==> config.mk <==
export PLATFORM = sky130hd
export DESIGN_NAME = adc_config_regs_zero_one
export DESIGN_NICKNAME = d
export VERILOG_FILES = /design/src/hdl/cfg_bank_pkg.sv /design/src/hdl/adc_config_regs_zero_one.sv /design/src/hdl/cfg_effective.sv
export SDC_FILE = /design/constraint.sdc
export NUM_CORES = 1
export LEC_CHECK = 0
export ABC_AREA = 0
export BUFFER_PORTS_ARGS = -buffer_cell sky130_fd_sc_hd__buf_2
export CORE_ASPECT_RATIO = 0.7
export CORE_MARGIN = 2
export CORE_UTILIZATION = 35
export CTS_BUF_LIST = sky130_fd_sc_hd__clkbuf_2 sky130_fd_sc_hd__clkbuf_4 sky130_fd_sc_hd__clkbuf_8
export DETAILED_ROUTE_END_ITERATION = 10
export GPL_ROUTABILITY_DRIVEN = 0
export GPL_TIMING_DRIVEN = 0
export PLACE_DENSITY = 0.72
export REMOVE_ABC_BUFFERS = 1
export SLEW_MARGIN = 20
export SYNTH_ARGS = -nofsm -noshare
export SYNTH_HDL_FRONTEND = slang
export SYNTH_SLANG_ARGS = --single-unit
==> constraint.sdc <==
create_clock -name clk_i -period 1.7 [get_ports clk_i]
set_input_delay 0.255 -clock clk_i [delete_from_list [all_inputs] [get_ports clk_i]]
set_output_delay 0.255 -clock clk_i [all_outputs]
set_load 0.03 [all_outputs]
==> src/hdl/cfg_bank_pkg.sv <==
// Constants for the two-byte converter configuration bank.
// Assumes a 32-bit classic Wishbone slave with byte address decode.
package cfg_bank_pkg;
  localparam logic [7:0] IDX_INPUT_GAIN = 8'h00;
  localparam logic [7:0] IDX_RATE_MODE = 8'h01;
  localparam logic [31:0] ADDR_INPUT_GAIN = 32'h0000_0000;
  localparam logic [31:0] ADDR_RATE_MODE = 32'h0000_0004;
  localparam logic [31:0] ADDR_EFFECTIVE = 32'h0000_0008;
  localparam logic [7:0] RESET_INPUT_GAIN = 8'h00;
  localparam logic [7:0] RESET_RATE_MODE = 8'h00;
  localparam int INPUT_SELECT_LSB = 4;
  localparam int GAIN_LSB = 1;
  localparam int AMPLIFIER_SKIP_BIT = 0;
  localparam int RATE_SELECT_LSB = 5;
  localparam int TURBO_BIT = 4;
  localparam int CONVERSION_REPEAT_BIT = 3;
  localparam int REFERENCE_LSB = 1;
  localparam int TEMPERATURE_SENSE_BIT = 0;
  localparam logic [2:0] GAIN_CODE_4 = 3'h2;
  localparam logic [1:0] REF_INTERNAL = 2'h0;
  localparam logic [1:0] REF_EXTERNAL = 2'h1;
  localparam logic [1:0] REF_SUPPLY = 2'h2;
  localparam int MOD_CLK_NORMAL_KHZ = 256;
  localparam int MOD_CLK_TURBO_KHZ = 512;
  localparam logic [31:0] UNMAPPED_DATA = 32'h0000_0000;
endpackage : cfg_bank_pkg

==> src/hdl/adc_config_regs_zero_one.sv <==
// Configuration bank holding the first two converter configuration bytes.
// Assumes a classic Wishbone master on clk_i and a conversion core that reads the outputs.
//
// Overview of operation
// - The second byte sits at index 01h (byte address 04h) and resets to zero.
// - The first byte sits at index 00h (byte address 00h) and resets to zero.
// - Bits 7:5 of the second byte pick the data rate, read against the current mode.
// - The mode bit picks a 256 kHz modulator clock at 0 and 512 kHz at 1.
// - The repeat bit picks single-shot at 0 and continuous conversion at 1.
// - Reference code 00 is internal, 01 external pins, 10 and 11 the analog supply.
// - The temperature bit set to 1 selects temperature measurement mode.
// - In temperature mode the first byte is ignored and the internal reference forced.
// - The bypass bit acts only for gains 1, 2 and 4; at 0 the amplifier stays in.
// - Gains 8 to 128 keep the amplifier on whatever the bypass bit holds.
//
// Decided for this implementation: the Wishbone slave port.
`timescale 1ns/1ps
module adc_config_regs_zero_one (
  input wire logic clk_i,
  input wire logic rst_i,
  input wire logic wb_cyc_i,
  input wire logic wb_stb_i,
  input wire logic wb_we_i,
  input wire logic [31:0] wb_adr_i,
  input wire logic [3:0] wb_sel_i,
  input wire logic [31:0] wb_dat_i,
  output logic [31:0] wb_dat_o,
  output logic wb_ack_o,
  output logic [3:0] input_select_o,
  output logic [2:0] gain_o,
  output logic amplifier_on_o,
  output logic [2:0] rate_select_o,
  output logic turbo_mode_o,
  output logic conversion_repeat_o,
  output logic [1:0] reference_o,
  output logic temperature_sense_enable_o
);
  typedef struct packed {
    logic [7:0] input_gain;
    logic [7:0] rate_mode;
    logic ack;
    logic [31:0] rdata;
    logic [3:0] input_select;
    logic [2:0] gain;
    logic amp_on;
    logic [2:0] rate;
    logic turbo;
    logic repeat_on;
    logic [1:0] reference;
    logic ts;
  } state_s;

  state_s state_reg;
  state_s state_next;
  logic [3:0] eff_sel;
  logic [2:0] eff_gain;
  logic eff_amp;
  logic [1:0] eff_ref;
  logic eff_ts;
  logic wr_req;
  logic [7:0] gain_byte_next;
  logic [7:0] rate_byte_next;

  // Effective values come from the bytes being registered, so the outputs change on the same edge that writes the byte.
  cfg_effective u_eff (
    .input_gain_i(gain_byte_next),
    .rate_mode_i(rate_byte_next),
    .input_select_o(eff_sel),
    .gain_o(eff_gain),
    .amplifier_on_o(eff_amp),
    .reference_o(eff_ref),
    .temperature_sense_enable_o(eff_ts)
  );

  function automatic logic [31:0] word_of(input logic [7:0] b);
    word_of = {24'h00_0000, b};
  endfunction : word_of

  function automatic logic [7:0] byte_next(input logic [7:0] cur, input logic hit, input logic [7:0] d);
    byte_next = hit ? d : cur;
  endfunction : byte_next

  // The next bytes are nets of their own so the resolver does not loop back through the state copy.
  // A write with lane 0 cleared leaves both bytes untouched.
  assign wr_req = wb_cyc_i && wb_stb_i && !state_reg.ack && wb_we_i && wb_sel_i[0];
  assign gain_byte_next = byte_next(state_reg.input_gain, wr_req && (wb_adr_i == cfg_bank_pkg::ADDR_INPUT_GAIN),
                                    wb_dat_i[7:0]);
  assign rate_byte_next = byte_next(state_reg.rate_mode, wr_req && (wb_adr_i == cfg_bank_pkg::ADDR_RATE_MODE),
                                    wb_dat_i[7:0]);

  always_comb begin
    logic req;
    req = 1'b0;
    state_next = state_reg;
    req = wb_cyc_i && wb_stb_i && !state_reg.ack;
    state_next.ack = req;
    state_next.input_gain = gain_byte_next;
    state_next.rate_mode = rate_byte_next;
    if (req && !wb_we_i) begin
      if (wb_adr_i == cfg_bank_pkg::ADDR_INPUT_GAIN) begin
        state_next.rdata = word_of(state_reg.input_gain);
      end else if (wb_adr_i == cfg_bank_pkg::ADDR_RATE_MODE) begin
        state_next.rdata = word_of(state_reg.rate_mode);
      end else if (wb_adr_i == cfg_bank_pkg::ADDR_EFFECTIVE) begin
        state_next.rdata = word_of({state_reg.input_select[3:0], state_reg.amp_on,
                                    state_reg.reference, state_reg.ts});
      end else begin
        state_next.rdata = cfg_bank_pkg::UNMAPPED_DATA;
      end
    end
    state_next.input_select = eff_sel;
    state_next.gain = eff_gain;
    state_next.amp_on = eff_amp;
    state_next.reference = eff_ref;
    state_next.ts = eff_ts;
    state_next.rate = state_next.rate_mode[cfg_bank_pkg::RATE_SELECT_LSB +: 3];
    state_next.turbo = state_next.rate_mode[cfg_bank_pkg::TURBO_BIT];
    state_next.repeat_on = state_next.rate_mode[cfg_bank_pkg::CONVERSION_REPEAT_BIT];
    if (rst_i) begin
      state_next = '0;
      state_next.input_gain = cfg_bank_pkg::RESET_INPUT_GAIN;
      state_next.rate_mode = cfg_bank_pkg::RESET_RATE_MODE;
      state_next.amp_on = 1'b1;
    end
  end

  always_ff @(posedge clk_i) begin
    state_reg <= state_next;
  end

  assign wb_ack_o = state_reg.ack;
  assign wb_dat_o = state_reg.rdata;
  assign input_select_o = state_reg.input_select;
  assign gain_o = state_reg.gain;
  assign amplifier_on_o = state_reg.amp_on;
  assign rate_select_o = state_reg.rate;
  assign turbo_mode_o = state_reg.turbo;
  assign conversion_repeat_o = state_reg.repeat_on;
  assign reference_o = state_reg.reference;
  assign temperature_sense_enable_o = state_reg.ts;

  property p_reset_zero;
    @(posedge clk_i) rst_i |=> (state_reg.input_gain == 8'h00 && state_reg.rate_mode == 8'h00);
  endproperty
  a_reset_zero: assert property (p_reset_zero) else $error("bytes not zero after reset");

  property p_reset_outputs;
    @(posedge clk_i) rst_i |=> (amplifier_on_o && reference_o == 2'h0 && !wb_ack_o && rate_select_o == 3'h0
      && !temperature_sense_enable_o && input_select_o == 4'h0);
  endproperty
  a_reset_outputs: assert property (p_reset_outputs) else $error("outputs not idle after reset");

  property p_write_first;
    @(posedge clk_i) disable iff (rst_i)
      (wb_cyc_i && wb_stb_i && wb_we_i && wb_sel_i[0] && !wb_ack_o && wb_adr_i == 32'h0)
      |=> (state_reg.input_gain == $past(wb_dat_i[7:0]));
  endproperty
  a_write_first: assert property (p_write_first) else $error("first byte write lost");

  property p_write_second;
    @(posedge clk_i) disable iff (rst_i)
      (wb_cyc_i && wb_stb_i && wb_we_i && wb_sel_i[0] && !wb_ack_o && wb_adr_i == 32'h4)
      |=> (state_reg.rate_mode == $past(wb_dat_i[7:0]));
  endproperty
  a_write_second: assert property (p_write_second) else $error("second byte write lost");

  property p_sel_ignored;
    @(posedge clk_i) disable iff (rst_i)
      (wb_cyc_i && wb_stb_i && wb_we_i && !wb_sel_i[0]) |=> ($stable(state_reg.input_gain)
      && $stable(state_reg.rate_mode));
  endproperty
  a_sel_ignored: assert property (p_sel_ignored) else $error("write without lane zero changed a byte");

  property p_ack_answer;
    @(posedge clk_i) disable iff (rst_i) (wb_cyc_i && wb_stb_i && !wb_ack_o) |=> wb_ack_o;
  endproperty
  a_ack_answer: assert property (p_ack_answer) else $error("request not answered next cycle");

  property p_ack_pulse;
    @(posedge clk_i) disable iff (rst_i) wb_ack_o |=> !wb_ack_o;
  endproperty
  a_ack_pulse: assert property (p_ack_pulse) else $error("ack held longer than one cycle");

  property p_rate;
    @(posedge clk_i) disable iff (rst_i) ##1 rate_select_o == state_reg.rate_mode[7:5];
  endproperty
  a_rate: assert property (p_rate) else $error("rate field mismatch");

  property p_turbo;
    @(posedge clk_i) disable iff (rst_i) turbo_mode_o == state_reg.rate_mode[4];
  endproperty
  a_turbo: assert property (p_turbo) else $error("mode bit mismatch");

  property p_repeat;
    @(posedge clk_i) disable iff (rst_i) conversion_repeat_o == state_reg.rate_mode[3];
  endproperty
  a_repeat: assert property (p_repeat) else $error("repeat bit mismatch");

  property p_ref_supply;
    @(posedge clk_i) disable iff (rst_i) (state_reg.rate_mode[2] && !state_reg.rate_mode[0]) |-> reference_o == 2'h2;
  endproperty
  a_ref_supply: assert property (p_ref_supply) else $error("supply reference not chosen");

  property p_ref_external;
    @(posedge clk_i) disable iff (rst_i)
      (state_reg.rate_mode[2:1] == 2'h1 && !state_reg.rate_mode[0]) |-> reference_o == 2'h1;
  endproperty
  a_ref_external: assert property (p_ref_external) else $error("external reference not chosen");

  property p_ref_internal;
    @(posedge clk_i) disable iff (rst_i) (state_reg.rate_mode[2:1] == 2'h0) |-> reference_o == 2'h0;
  endproperty
  a_ref_internal: assert property (p_ref_internal) else $error("internal reference not chosen");

  property p_ts_forward;
    @(posedge clk_i) disable iff (rst_i) temperature_sense_enable_o == state_reg.rate_mode[0];
  endproperty
  a_ts_forward: assert property (p_ts_forward) else $error("temperature flag mismatch");

  property p_ts_ignores;
    @(posedge clk_i) disable iff (rst_i) state_reg.rate_mode[0] |-> (input_select_o == 4'h0 && gain_o == 3'h0);
  endproperty
  a_ts_ignores: assert property (p_ts_ignores) else $error("first byte used in temperature mode");

  property p_select_forward;
    @(posedge clk_i) disable iff (rst_i)
      !state_reg.rate_mode[0] |-> (input_select_o == state_reg.input_gain[7:4] && gain_o == state_reg.input_gain[3:1]);
  endproperty
  a_select_forward: assert property (p_select_forward) else $error("first byte fields not forwarded");

  property p_ts_ref;
    @(posedge clk_i) disable iff (rst_i) state_reg.rate_mode[0] |-> (reference_o == 2'h0 && amplifier_on_o
      && temperature_sense_enable_o);
  endproperty
  a_ts_ref: assert property (p_ts_ref) else $error("temperature mode not forcing internal reference");

  property p_high_gain;
    @(posedge clk_i) disable iff (rst_i) (state_reg.input_gain[3:1] > 3'h2) |-> amplifier_on_o;
  endproperty
  a_high_gain: assert property (p_high_gain) else $error("amplifier off at high gain");

  property p_bypass;
    @(posedge clk_i) disable iff (rst_i)
      (!state_reg.rate_mode[0] && state_reg.input_gain[3:1] <= 3'h2) |-> amplifier_on_o == !state_reg.input_gain[0];
  endproperty
  a_bypass: assert property (p_bypass) else $error("bypass not honoured at low gain");

  property p_readback;
    @(posedge clk_i) disable iff (rst_i)
      (wb_cyc_i && wb_stb_i && !wb_we_i && !wb_ack_o && wb_adr_i == 32'h0)
      |=> wb_ack_o && wb_dat_o == {24'h0, $past(state_reg.input_gain)};
  endproperty
  a_readback: assert property (p_readback) else $error("first byte readback wrong");

  property p_readback_second;
    @(posedge clk_i) disable iff (rst_i)
      (wb_cyc_i && wb_stb_i && !wb_we_i && !wb_ack_o && wb_adr_i == 32'h4)
      |=> wb_ack_o && wb_dat_o == {24'h0, $past(state_reg.rate_mode)};
  endproperty
  a_readback_second: assert property (p_readback_second) else $error("second byte readback wrong");

  property p_status_read;
    @(posedge clk_i) disable iff (rst_i)
      (wb_cyc_i && wb_stb_i && !wb_we_i && !wb_ack_o && wb_adr_i == 32'h8)
      |=> wb_dat_o == {24'h0, $past(input_select_o), $past(amplifier_on_o), $past(reference_o),
      $past(temperature_sense_enable_o)};
  endproperty
  a_status_read: assert property (p_status_read) else $error("status readback wrong");

  property p_unmapped;
    @(posedge clk_i) disable iff (rst_i)
      (wb_cyc_i && wb_stb_i && !wb_we_i && !wb_ack_o && wb_adr_i != 32'h0 && wb_adr_i != 32'h4
      && wb_adr_i != 32'h8) |=> wb_dat_o == 32'h0;
  endproperty
  a_unmapped: assert property (p_unmapped) else $error("unmapped read not zero");
endmodule : adc_config_regs_zero_one

==> src/hdl/cfg_effective.sv <==
// Combinational resolution of what the conversion core really uses.
// Assumes raw register bytes from the same clock domain.
`timescale 1ns/1ps
module cfg_effective (
  input wire logic [7:0] input_gain_i,
  input wire logic [7:0] rate_mode_i,
  output logic [3:0] input_select_o,
  output logic [2:0] gain_o,
  output logic amplifier_on_o,
  output logic [1:0] reference_o,
  output logic temperature_sense_enable_o
);
  logic ts;
  logic [2:0] gain_raw;
  assign ts = rate_mode_i[cfg_bank_pkg::TEMPERATURE_SENSE_BIT];
  assign gain_raw = input_gain_i[cfg_bank_pkg::GAIN_LSB +: 3];
  assign temperature_sense_enable_o = ts;
  always_comb begin
    input_select_o = ts ? 4'h0 : input_gain_i[cfg_bank_pkg::INPUT_SELECT_LSB +: 4];
    gain_o = ts ? 3'h0 : gain_raw;
    if (ts) begin
      amplifier_on_o = 1'b1;
    end else if (gain_raw > cfg_bank_pkg::GAIN_CODE_4) begin
      amplifier_on_o = 1'b1;
    end else begin
      amplifier_on_o = ~input_gain_i[cfg_bank_pkg::AMPLIFIER_SKIP_BIT];
    end
    if (ts) begin
      reference_o = cfg_bank_pkg::REF_INTERNAL;
    end else if (rate_mode_i[cfg_bank_pkg::REFERENCE_LSB +: 2] >= cfg_bank_pkg::REF_SUPPLY) begin
      reference_o = cfg_bank_pkg::REF_SUPPLY;
    end else begin
      reference_o = rate_mode_i[cfg_bank_pkg::REFERENCE_LSB +: 2];
    end
  end
endmodule : cfg_effective

; ---- Yosys cells after proc, flatten, opt, wreduce, memory -nomap -nowiden
; Cells that the tools add are included.
; W data, S select, Z words.
[op_classes]
n_reduce_logical = 13
mux = 6
order_cmp = 2
eq_ne = 2
n_bitwise = 1
[ops]
columns = op, n
row1 = $mux W8, 5
row2 = $eq A32 B3 Y1 const B, 1
row3 = $eq A32 B4 Y1 const B, 1
row4 = $logic_not A32 Y1, 1
row5 = $logic_and A1 B1 Y1, 7
row6 = $reduce_or A3 Y1, 2
row7 = $gt A3 B2 Y1 const B, 1
row8 = $ge A2 B2 Y1 const B, 1
row9 = $logic_not A1 Y1, 2
row10 = $mux W2, 1
row11 = $reduce_or A2 Y1, 1
row12 = $not A1 Y1, 1
[word_totals]
register_bits = 65
output_inout_bits = 49
elab_cells = 37
in_bits = 73

; ---- Longest topological paths before layout
[depth]
word_depth = 8
depth_mapped = 7
ltp_nobuf = 5

; ---- Cells and area by module
; A second synthesis with hierarchy kept.
[unflattened]
cells_unflattened = 229
area_unflattened_um2 = 2185.8
[modules_own_cells]
columns = module, cells_each, area_each_um2, seq_area_each_um2, n_inst
row1 = adc_config_regs_zero_one, 216, 2088.3, 720.7, 1
row2 = cfg_effective, 13, 97.6, 0.0, 1

; ---- Least setup slack after synthesis
; OpenSTA, ideal clock, no wires.
[synth_path]
kind = register to register
startpoint = reg state_reg, in the netlist wb_ack_o
endpoint = reg state_reg, in the netlist amplifier_on_o
n_path_buf = 0
required_time_ns = 1.586
arrival_ns = 1.731
stages_incl_launch_ff = 6
slack_ns = -0.145
synth_period_minus_slack_ns = 1.845
path_cell_list = dfxtp_1 nand3b_1 or3_1 nor4_2 mux2_4 a21o_1
[synth_between]
elab_chain_len = 8
[synth_rtl]
columns = item, line
row1 = "start, declared", adc_config_regs_zero_one.sv:53  ; state_s state_reg;
row2 = "start signal, assigned", adc_config_regs_zero_one.sv:128  ; state_reg <= state_next;
row3 = $logic_not A1 Y1 *, adc_config_regs_zero_one.sv:85  ; assign wr_req = wb_cyc_i && wb_stb_i && !state_reg.ack && wb_we_i && wb_sel_i[0];
row4 = $logic_and A1 B1 Y1 * (3 in a row), adc_config_regs_zero_one.sv:85
row5 = $logic_and A1 B1 Y1, adc_config_regs_zero_one.sv:86  ; assign gain_byte_next = byte_next(state_reg.input_gain, wr_req && (wb_adr_i == cfg_bank_pkg::ADDR_INPUT_GAIN),
row6 = $mux W8, adc_config_regs_zero_one.sv:80  ; byte_next = hit ? d : cur;
row7 = $gt A3 B2 Y1, cfg_effective.sv:23  ; end else if (gain_raw > cfg_bank_pkg::GAIN_CODE_4) begin
row8 = $reduce_or A3 Y1 (no line), n/a
; Mark *: on every way between the ends. The rest lies on a longest branch, timed or not.
; A chain may end at the register's enable or synchronous reset.

; ---- Worst setup path in the final report
[layout_path]
startpoint = reg state_reg, in the netlist wb_ack_o
endpoint = reg state_reg, in the netlist input_select_o[2]
[layout_between]
elab_chain_len = 7
[layout_rtl]
columns = item, line
row1 = $logic_not A1 Y1 *, adc_config_regs_zero_one.sv:85
row2 = $logic_and A1 B1 Y1 * (3 in a row), adc_config_regs_zero_one.sv:85
row3 = $logic_and A1 B1 Y1, adc_config_regs_zero_one.sv:88  ; assign rate_byte_next = byte_next(state_reg.rate_mode, wr_req && (wb_adr_i == cfg_bank_pkg::ADDR_RATE_MODE),
row4 = $mux W8, adc_config_regs_zero_one.sv:80
row5 = $reduce_or A2 Y1 (no line), n/a
; Marked as above.

==> flow_metrics.py <==
metrics = {
    "sta": {
        "slew_headroom_pct": 51.3,
        "setup_viol": 23,
        "clock-skew-final_ps": 2.90,
        "fin_ws_ps": -116,
        "rsz0062_at_grt": "yes",
        "fin_setup_tns_ps": -1070,
        "hold_viol_final": 0,
        "max_freq_ghz": 0.551,
        "tightest_slew_ps": 731,
        "min_period_ps": 1820,
        "fin_crit_sh_pct": 107,
        "slew_violations": 0,
        "whs_ps": 250,
    },
    "synthesis": {
        "synth-seq-cells": 35,
        "synth_top_cell_by_area": "dfxtp_1",
        "synth_top_area_share_pct": 39.2,
        "syn_inst": 201,
        "ys_seq_area_share_pct": 39.2,
        "syn_area_mm2": 0.00179,
        "yosysUniqueCellTypes": 27,
        "ys_top_cells_by_area": "dfxtp_1, buf_4, mux2i_1",
        "ys.warnings.count": 0,
        "syn_avg_cell_area_um2": 8.90,
    },
    "finish": {
        "antennaDiodeCount": 0,
        "nets": 333,
        "filler_cell_count": 479,
        "instances_no_fill": 330,
        "drive_gt1_share_pct": 42.9,
        "area_growth_pct": 29.1,
        "largest_reg_flops": 16,
    },
    "routing": {
        "drtAntennaViolNets": 0,
        "vias": 1535,
        "drc": 0,
        "wirelength_um": 4510,
        "detail_route.iter0.violations": 42,
        "dr.pass1.iters": 4,
        "wire_per_inst_um": 13.7,
        "vias_per_cell": 4.65,
    },
    "placement": {
        "pre_cts_slack_ps": -860,
        "dpl.hpwl_um": 3140,
        "io_buffers": 70,
        "dp.cells": 312,
    },
    "clock_network": {
        "h-tree-depth": 2,
        "clkTransAtPathRegs_ps": 70,
        "cts_tree": "built",
        "ctsRootBufferMaster": "clkbuf_8",
        "hold_buffers": 0,
        "clk_latency_ps": 290,
        "cts_buffers": 5,
        "cts_buffer_depth": 2,
        "cts_sinks": 35,
    },
    "floorplanning": {
        "rows": 21,
        "start_util_pct": 36.8,
        "ios": 122,
        "core_mm2": 0.00486,
        "die_h_um": 63.8,
        "dieArea_mm2": 0.00571,
        "die_w_um": 89.5,
    },
    "global_routing": {
        "grt_pass1_vias": 1396,
        "overflow": 0,
        "antenna_found_initial": 0,
        "grt_max_degree": 37,
        "grt_pass1_wl_um": 6400,
        "grtUsageTotal_pct": 15.2,
    },
    "status": {
        "status": "finished with violations",
        "violations": "setup timing",
    },
    "min_path": {
        "hp-start": "wb_dat_i[6]",
        "hold_path.class": "input pin to flip-flop",
    },
    "worst_setup_path": {
        "path_max_fanout": 5,
        "end_kind": "flip-flop",
        "r2r_start": "wb_ack_o$_SDFF_PP0_",
        "startpoint": "wb_ack_o$_SDFF_PP0_",
        "worst_setup_path_start_kind": "flip-flop",
        "required_ps": 1900,
        "crit_arrival_ps": 2020,
        "worst-setup-path-type": "flip-flop to flip-flop",
    },
    "pwr": {
        "p_per_area_mw_per_mm2": 730,
        "p_leak_nw": 1.02,
        "total_power_mw": 1.69,
        "ir_worst_vdd_mv": 0.286,
    },
    "job": {
        "drv_cap": 0,
    },
}
-- layout make-up --
type	instances	area, um^2	share of cell area (%)
clock buffers	8	104	4.50
multi-input cells	136	967	41.9
flip-flops and latches	35	701	30.3
inverters	1	3.75	0.163
repair buffers	81	448	19.4
well taps	69	86.3	3.74
-- worst paths after layout --
path / slack (ps) / cells after the start / to
worst min register to register: 510 / 2 / wb_dat_o[5]$_SDFFE_PP0P_
worst max register to register: -120 / 6 / input_select_o[2]$_SDFF_PP0_
worst min-delay path: 250 / 3 / state_reg[63]$_SDFF_PP0_
worst max-delay path: -120 / 6 / input_select_o[2]$_SDFF_PP0_
-- per-stage QoR --
step                utilization, %  instance area [um^2]
floorplan                        -                  1500
global placement              39.9                  1940
detailed placement            40.6                  1970
CTS                           44.3                  2150
global route                  47.5                  2310
finish                        47.5                  2310
-- kinds of logic (layout without fill, tap and decap cells) --
group	count (synthesis)	count (layout)	synth area share, %
other	1	24	0.210
AND/OR/NAND/NOR	67	67	19.0
buffers and inverters	54	90	21.0
flip-flops	35	35	39.2
multiplexers	24	25	13.7
AO/OA/AOI/OAI	20	20	6.99
-- synth_stat cells --
cell       n
o21ai_0    8
nor2b_1    2
nor4_1     8
mux2_4     1
buf_4     46
a22oi_1    8
inv_1      1
nor3_1     7
a211oi_1   1
mux2i_1   23
nor3_2     1
clkbuf_1   6
or3b_2     1
dfxtp_1   35
nor3b_1    1
buf_1      1
nor2_1    26
or4b_2     1
nand4_1    3
or2_2      1
a21o_1     1
nor4_2     1
a21oi_1    2
nand2_1   11
nand3b_1   3
conb_1     1
or3_1      1
-- cell usage in the layout (no fill, tap or decap) --
master	n
a211oi_1	1
a21o_1	1
a21oi_1	1
a21oi_2	1
a22oi_1	8
buf_2	70
buf_4	7
buf_6	4
clkbuf_4	1
clkbuf_8	7
conb_1	24
dfxtp_1	35
inv_1	1
mux2_4	2
mux2i_1	17
mux2i_4	6
nand2_1	11
nand3b_1	3
nand4_1	3
nor2_1	26
nor2b_1	1
nor2b_4	1
nor3_1	2
nor3_2	5
nor3_4	1
nor3b_1	1
nor4_1	6
nor4_2	1
nor4_4	2
o21ai_0	8
or2_2	1
or3_4	1
or3b_2	1
or4b_2	1
-- layer usage --
layer  vias up  routed length (um)  global-route usage, %
met5         -                   0                      0
met1       716                2090                   20.1
met3         3                 313                   4.13
met2        69                2060                   23.5
li1        747                   -                      -
met4         0                  45                   5.60
-- power by group --
group	internal [mW]	leakage [nW]	switching (mW)
Sequential	0.821	0.282	0.000298
Combinational	0.0515	0.687	0.138
Clock	0.386	0.0549	0.291
Total	1.26	1.02	0.429
-- worst max-delay path, stage by stage (launching register included) --
cell      delay [ps]
dfxtp_1          300
nand3b_1         180
or3_4            380
nor4_4           190
buf_6            160
mux2_4           340
nor3_1           190
-- what timing repair did --
action	4_1_cts	5_1_grt
endpoints found under the setup margin	34	34
gates resized for setup	8	20
gates cloned	1	0
buffers inserted	4	5
pin swaps	3	9
Note: power is estimated with default switching activity, not from simulation.
